File: src/obr_pkg.sv
//------------------------------------------------------------------------
// What this block does
//------------------------------------------------------------------------
// What this block does
// - A rising edge on each capture clock stores its source bus.
// - Capture happens on every edge whatever enable, direction or select.
// - A-to-B capture still stores A data while B is driven.
// - B-to-A capture still stores B data while A is driven.
// - Enable high isolates both sides; registers capture or else hold.
// - The output enable is active low; only then is a bus driven.
// - Direction low drives side A; direction high drives side B.
// - Direction low, B-to-A select low: side A gets live B data.
// - Direction low, B-to-A select high: side A gets the B-to-A register.
// - Direction high, A-to-B select low: side B gets live A data.
// - Direction high, A-to-B select high: side B gets the A-to-B register.
// - Never drive both buses; outside logic leaves the driven side alone.
`default_nettype none

package obr_pkg;

  //----------------------------------------------------------------------
  // Sizes
  //----------------------------------------------------------------------
  localparam int OBR_DATA_W = 8;
  localparam int OBR_ADDR_W = 4;
  localparam int OBR_SYNC_STAGES = 2;

  //----------------------------------------------------------------------
  // Register map, byte addresses
  //----------------------------------------------------------------------
  localparam logic [3:0] OBR_CTRL_OFS = 4'h0;
  localparam logic [3:0] OBR_STATUS_OFS = 4'h4;
  localparam logic [3:0] OBR_A2B_OFS = 4'h8;
  localparam logic [3:0] OBR_B2A_OFS = 4'hC;

  //----------------------------------------------------------------------
  // Field positions and reset values
  //----------------------------------------------------------------------
  localparam int OBR_CTRL_ISOLATE_BIT = 0;
  localparam int OBR_STAT_A_DRIVEN_BIT = 0;
  localparam int OBR_STAT_B_DRIVEN_BIT = 1;
  localparam int OBR_STAT_PINS_LSB = 2;
  localparam logic [OBR_DATA_W-1:0] OBR_STORE_RST = 8'h00;
  localparam logic [31:0] OBR_RDATA_RST = 32'h00000000;

  // Pins that arrive from outside the clock domain, sampled together.
  typedef struct packed {
    logic cp_ab;
    logic cp_ba;
    logic oe_n;
    logic dir;
    logic sel_ab;
    logic sel_ba;
    logic [OBR_DATA_W-1:0] a;
    logic [OBR_DATA_W-1:0] b;
  } obr_pins_t;

  // Sampled pins after reset: enable off and both capture clocks high, so a
  // pin that idles high cannot fake a capture edge on release. Field order
  // is cp_ab, cp_ba, oe_n, dir, sel_ab, sel_ba, a, b.
  localparam obr_pins_t OBR_PINS_RST = {1'h1, 1'h1, 1'h1, 3'h0, 8'h00, 8'h00};

  // One driven side of the transceiver.
  typedef struct packed {
    logic oe;
    logic [OBR_DATA_W-1:0] data;
  } obr_drive_t;

endpackage

`default_nettype wire

File: src/obr_core.sv
`timescale 1ns/10ps
`default_nettype none

module obr_core
  import obr_pkg::*;
(
  // Clock and reset
  input wire logic clk_sys,
  input wire logic sys_rst,
  // Control pins
  input wire logic a_to_b_capture_clock,
  input wire logic b_to_a_capture_clock,
  input wire logic output_enable_n,
  input wire logic direction,
  input wire logic a_to_b_stored_select,
  input wire logic b_to_a_stored_select,
  // Side A bus pins
  input wire logic [OBR_DATA_W-1:0] side_a_bus_in,
  output logic [OBR_DATA_W-1:0] side_a_bus_out,
  output logic side_a_bus_oe,
  // Side B bus pins
  input wire logic [OBR_DATA_W-1:0] side_b_bus_in,
  output logic [OBR_DATA_W-1:0] side_b_bus_out,
  output logic side_b_bus_oe,
  // Avalon-MM slave
  input wire logic [OBR_ADDR_W-1:0] avs_address,
  input wire logic avs_read,
  input wire logic avs_write,
  input wire logic [31:0] avs_writedata,
  output logic [31:0] avs_readdata,
  output logic avs_waitrequest
);

  //----------------------------------------------------------------------
  // Input synchronisers
  //----------------------------------------------------------------------
  obr_pins_t pins_raw;
  obr_pins_t pins_ff1;
  obr_pins_t pins_s;
  logic cp_ab_d;
  logic cp_ba_d;
  logic rise_ab;
  logic rise_ba;

  assign pins_raw = '{cp_ab: a_to_b_capture_clock,
                      cp_ba: b_to_a_capture_clock,
                      oe_n: output_enable_n,
                      dir: direction,
                      sel_ab: a_to_b_stored_select,
                      sel_ba: b_to_a_stored_select,
                      a: side_a_bus_in,
                      b: side_b_bus_in};

  // Clock pins and data share one chain, so a sampled edge lines up with
  // the data that stood beside it. The first stage feeds the second only.
  // Reset loads idle levels, so release neither drives nor captures.
  always_ff @(posedge clk_sys) begin
    if (sys_rst) begin
      pins_ff1 <= OBR_PINS_RST;
      pins_s <= OBR_PINS_RST;
    end else begin
      pins_ff1 <= pins_raw;
      pins_s <= pins_ff1;
    end
  end

  // A third stage on the capture clocks gives the edge detectors a history.
  // It resets to the same level as the sampled pins to avoid a false edge.
  always_ff @(posedge clk_sys) begin
    if (sys_rst) begin
      cp_ab_d <= OBR_PINS_RST.cp_ab;
      cp_ba_d <= OBR_PINS_RST.cp_ba;
    end else begin
      cp_ab_d <= pins_s.cp_ab;
      cp_ba_d <= pins_s.cp_ba;
    end
  end

  assign rise_ab = pins_s.cp_ab & ~cp_ab_d;
  assign rise_ba = pins_s.cp_ba & ~cp_ba_d;

  //----------------------------------------------------------------------
  // Storage registers
  //----------------------------------------------------------------------
  logic [OBR_DATA_W-1:0] store_ab;
  logic [OBR_DATA_W-1:0] store_ba;

  // Capture is never gated by enable, direction or select, so the side
  // being driven can still be snapshotted from the other one.
  always_ff @(posedge clk_sys) begin
    if (sys_rst) begin
      store_ab <= OBR_STORE_RST;
    end else if (rise_ab) begin
      store_ab <= pins_s.a;
    end
  end

  always_ff @(posedge clk_sys) begin
    if (sys_rst) begin
      store_ba <= OBR_STORE_RST;
    end else if (rise_ba) begin
      store_ba <= pins_s.b;
    end
  end

  //----------------------------------------------------------------------
  // Output steering
  //----------------------------------------------------------------------
  logic force_isolate;
  obr_drive_t next_drive_a;
  obr_drive_t next_drive_b;

  // Live data goes out one clock after it was sampled; the pin path is
  // registered, which costs a cycle but keeps glitches off the bus.
  always_comb begin
    next_drive_a.oe = ~pins_s.oe_n & ~pins_s.dir & ~force_isolate;
    next_drive_b.oe = ~pins_s.oe_n & pins_s.dir & ~force_isolate;
    next_drive_a.data = pins_s.sel_ba ? store_ba : pins_s.b;
    next_drive_b.data = pins_s.sel_ab ? store_ab : pins_s.a;
  end

  // Both enables decode from the same direction bit, so they can never be
  // high together.
  always_ff @(posedge clk_sys) begin
    if (sys_rst) begin
      side_a_bus_oe <= 1'b0;
      side_b_bus_oe <= 1'b0;
      side_a_bus_out <= OBR_STORE_RST;
      side_b_bus_out <= OBR_STORE_RST;
    end else begin
      side_a_bus_oe <= next_drive_a.oe;
      side_b_bus_oe <= next_drive_b.oe;
      side_a_bus_out <= next_drive_a.data;
      side_b_bus_out <= next_drive_b.data;
    end
  end

  //----------------------------------------------------------------------
  // Avalon-MM slave
  //----------------------------------------------------------------------
  logic bus_req;
  logic bus_take;
  logic [31:0] next_rdata;

  assign bus_req = avs_read | avs_write;
  // A request completes at the edge where waitrequest is seen low.
  assign bus_take = bus_req & ~avs_waitrequest;

  // Every access is answered with one wait cycle.
  always_ff @(posedge clk_sys) begin
    if (sys_rst) begin
      avs_waitrequest <= 1'b1;
    end else begin
      avs_waitrequest <= ~(bus_req & avs_waitrequest);
    end
  end

  // Software isolation lets firmware park the bus regardless of the pins.
  always_ff @(posedge clk_sys) begin
    if (sys_rst) begin
      force_isolate <= 1'b0;
    end else if (bus_take && avs_write && avs_address == OBR_CTRL_OFS) begin
      force_isolate <= avs_writedata[OBR_CTRL_ISOLATE_BIT];
    end
  end

  // Unmapped addresses read as zero and swallow writes.
  always_comb begin
    next_rdata = '0;
    case (avs_address)
      OBR_CTRL_OFS: begin
        next_rdata[OBR_CTRL_ISOLATE_BIT] = force_isolate;
      end
      OBR_STATUS_OFS: begin
        next_rdata[OBR_STAT_A_DRIVEN_BIT] = side_a_bus_oe;
        next_rdata[OBR_STAT_B_DRIVEN_BIT] = side_b_bus_oe;
        next_rdata[OBR_STAT_PINS_LSB +: 6] = {pins_s.cp_ab, pins_s.cp_ba,
          pins_s.oe_n, pins_s.dir, pins_s.sel_ab, pins_s.sel_ba};
      end
      OBR_A2B_OFS: begin
        next_rdata[OBR_DATA_W-1:0] = store_ab;
      end
      OBR_B2A_OFS: begin
        next_rdata[OBR_DATA_W-1:0] = store_ba;
      end
      default: begin
        next_rdata = '0;
      end
    endcase
  end

  // Read data is loaded in the wait cycle and stands at the completing edge.
  always_ff @(posedge clk_sys) begin
    if (sys_rst) begin
      avs_readdata <= OBR_RDATA_RST;
    end else if (avs_read && avs_waitrequest) begin
      avs_readdata <= next_rdata;
    end
  end
endmodule

`default_nettype wire

File: config.mk
export PLATFORM = sky130hd
export DESIGN_NAME = obr_core
export DESIGN_NICKNAME = d
export VERILOG_FILES = /design/src/obr_pkg.sv /design/src/obr_core.sv
export SDC_FILE = /design/constraint.sdc
export NUM_CORES = 1
export LEC_CHECK = 0
export BUFFER_PORTS_ARGS = -buffer_cell sky130_fd_sc_hd__buf_2
export CORE_MARGIN = 2
export CORE_UTILIZATION = 53
export DETAILED_ROUTE_END_ITERATION = 8
export PLACE_DENSITY = 0.84
export REMOVE_ABC_BUFFERS = 1
export SLEW_MARGIN = 20
export SYNTH_ARGS = -nofsm -noshare
export SYNTH_HDL_FRONTEND = slang
export SYNTH_SLANG_ARGS = --single-unit
File: constraint.sdc
create_clock -name clk_sys -period 2.9 [get_ports clk_sys]
set_input_delay 0.58 -clock clk_sys [delete_from_list [all_inputs] [get_ports clk_sys]]
set_output_delay 0.58 -clock clk_sys [all_outputs]
set_load 0.005 [all_outputs]
==> out/results.ini <==
[clocking]
holdBufCountCts = 0
path_clk_slew_ns = 0.08
cts_tree = yes
cts_resized = 0
cts_setup_buffers = 0
root_buffer = clkbuf_8
cts.sinks = 90
clk_latency_ns = 0.35
cts.htree.levels = 3
cts_buffers = 9
cts_max_path_buffers = 2

[worst_hold_path]
hold_class = in2reg

[die]
fp-row-count = 28
io_pins = 113
core_area_mm2 = 0.00585
initial_core_util_pct = 54.4
dieArea_mm2 = 0.00665
die_y_um = 81.5
die_width_um = 81.5

[setup_path]
endpoint_kind = flop
critical-path-top-delay-family = simple AND/OR/NAND/NOR gates
slowest_delay_ns = 0.79
worstSetupStartpointType = flop
path_buf_inv = 0
worstPathArrival_ns = 1.85
crit_path_cell_trace = nor2b_1 > mux2i_1 > nor2_1
critPathMaxFanout = 8
slowest_stage = nor2b_1
critPathRequiredTime_ns = 3.13
criticalPathCategory = reg2reg

[timing]
slew_headroom_pct = 34.7
timing.hold.ws_ns = 0.406
post-route-period-util_pct = 55.8
fin_tns_setup_ns = 0
rsz0062_at_grt = false
hold_viol_final = 0
fin_crit_ns = 1.62
skew_ns = 0.00785
setup_viol = 0
fmax_mhz = 618
tightest_slew_ns = 0.978
slew_violations = 0
setup_ws_ns = 1.28

[placement]
routabilityCongestion = 0.787
portBuffers = 57
place_hpwl_um = 3740
dpl.cell_count = 405
pre_cts_ws_ns = 1.20

[synthesis]
seq_area_frac_synth_pct = 56.6
post_synth.cell_area_avg_um2 = 11.1
netlist_instances = 287
synth-seq-cells = 90
ys_async_sr_fraction_pct = 0
yosysWarnings = 0
synth_edf_count = 0
ys.flop_type = dfxtp_1
synth.distinct_cells = 32
netlist_area_mm2 = 0.00319

[global_routing]
grt_usage_pct = 17.0
grt-ovfl-total = 0
grt_max_degree = 47
grt_first_pass_wirelength_um = 8150
grt_pass1_vias = 1821
antenna_found_initial = 0

[finish]
fillCellCount = 490
drive_above_1_share_pct = 26.0
antennaDiodeCount = 0
syn_to_final_growth_pct = 12.0
final_common_cell = dfxtp_1
final_cell_mix = 90 x dfxtp_1, 57 x buf_2, 43 x nor2b_1
instances_no_fill = 417
fin_nets = 403

[power]
sequentialPowerShare_pct = 59.5
power_mw = 2.17
power_density_mw_per_mm2 = 608
cellLeakagePower_nw = 1.50
netSwitchingFraction_pct = 21.2
p_int_mw = 1.71
clkPwrFrac_pct = 35.0
ir_drop_v = 0.000253
p_switching_mw = 0.460
pwr-share-comb_pct = 5.5

[route]
drt_first_pass_iters = 4
drt-total-wl_um = 5240
num_vias = 2013
routedWlPerCell_um = 12.6
drc = 0
drtIter0Drc = 81
avgViaCountPerCell = 4.83
ant_nets = 0

[outcome]
status = completed

[run]
cap_violations = 0

-- flip-flops by register name (all words and copies together) (netlist names) --
name / count
cp_ab_d: 1
side_b_bus_oe: 1
side_a_bus_oe: 1
side_a_bus_out: 8
side_b_bus_out: 8
force_isolate: 1
avs_readdata: 8
avs_waitrequest: 1
pins_s: 22
store_ba: 8
pins_ff1: 22
store_ab: 8
cp_ba_d: 1
-- cells in the mapped netlist (all sizes together) (2+ instances only) --
master | count | share of area [%]
clkbuf | 5 | 0.59
or2 | 8 | 1.6
dfxtp | 90 | 57
mux2i | 32 | 10
nor2 | 33 | 4.1
a32oi | 4 | 1.1
buf | 34 | 7.5
nor2b | 43 | 8.4
a21oi | 2 | 0.43
o21ai | 8 | 1.3
nor4b | 3 | 1.5
mux2 | 5 | 2.1
nand2 | 9 | 1.1
a222oi | 2 | 0.63
-- power by group through the flow --
stage	Combinational (mW)	Clock, mW	Sequential (mW)
floorplan	0.0582	0	1.32
global placement	0.116	0	1.32
detailed placement	0.119	0	1.32
CTS	0.120	0.777	1.29
global route	0.134	0.824	1.29
finish	0.120	0.760	1.29
-- cell families after synthesis --
kind of cell           Yosys count  synth area share, %
AOI/OAI and AO/OA               19                 4.44
buffers and inverters           39                 8.13
DFF                             90                 56.6
muxes                           38                 13.0
other                            1                0.118
and+or+nand+nor                100                 17.8
-- metrics by stage --
stage	instance area, µm²	utilization, %
final	3570	61.0
after global routing	3570	61.0
after CTS	3570	61.0
after detailed placement	3410	58.2
after global placement	3410	58.2
after floorplan	3010	-
-- per-layer routing --
layer	wire length (µm)	part of all wire (%)	global-route usage [%]
met1	2120	40	18.1
met4	136	2.6	11.2
met3	339	6.5	5.16
met2	2640	50	29.0
met5	0	0	0
-- area by class of cell --
| type | instances | area, µm² | share of cell area, % |
|---|---|---|---|
| Sequential cell | 90 | 1800 | 50.5 |
| Multi-Input combinational cell | 181 | 1210 | 33.9 |
| Clock buffer | 11 | 131 | 3.68 |
| Timing Repair Buffer | 59 | 300 | 8.42 |
| Clock inverter | 1 | 30.0 | 0.842 |
| Tap cell | 75 | 93.8 | 2.63 |
-- final timing paths --
kind	from	end	slack, ns	depth (start not counted)
max	pins_s[20]	store_ba[0]	1.28	3
min	b_to_a_capture_clock	pins_ff1[20]	0.41	2
max reg2reg	pins_s[20]	store_ba[0]	1.28	3
min reg2reg	pins_ff1[21]	pins_s[21]	0.41	1
No activity file was read; power rests on OpenSTA's default activity.
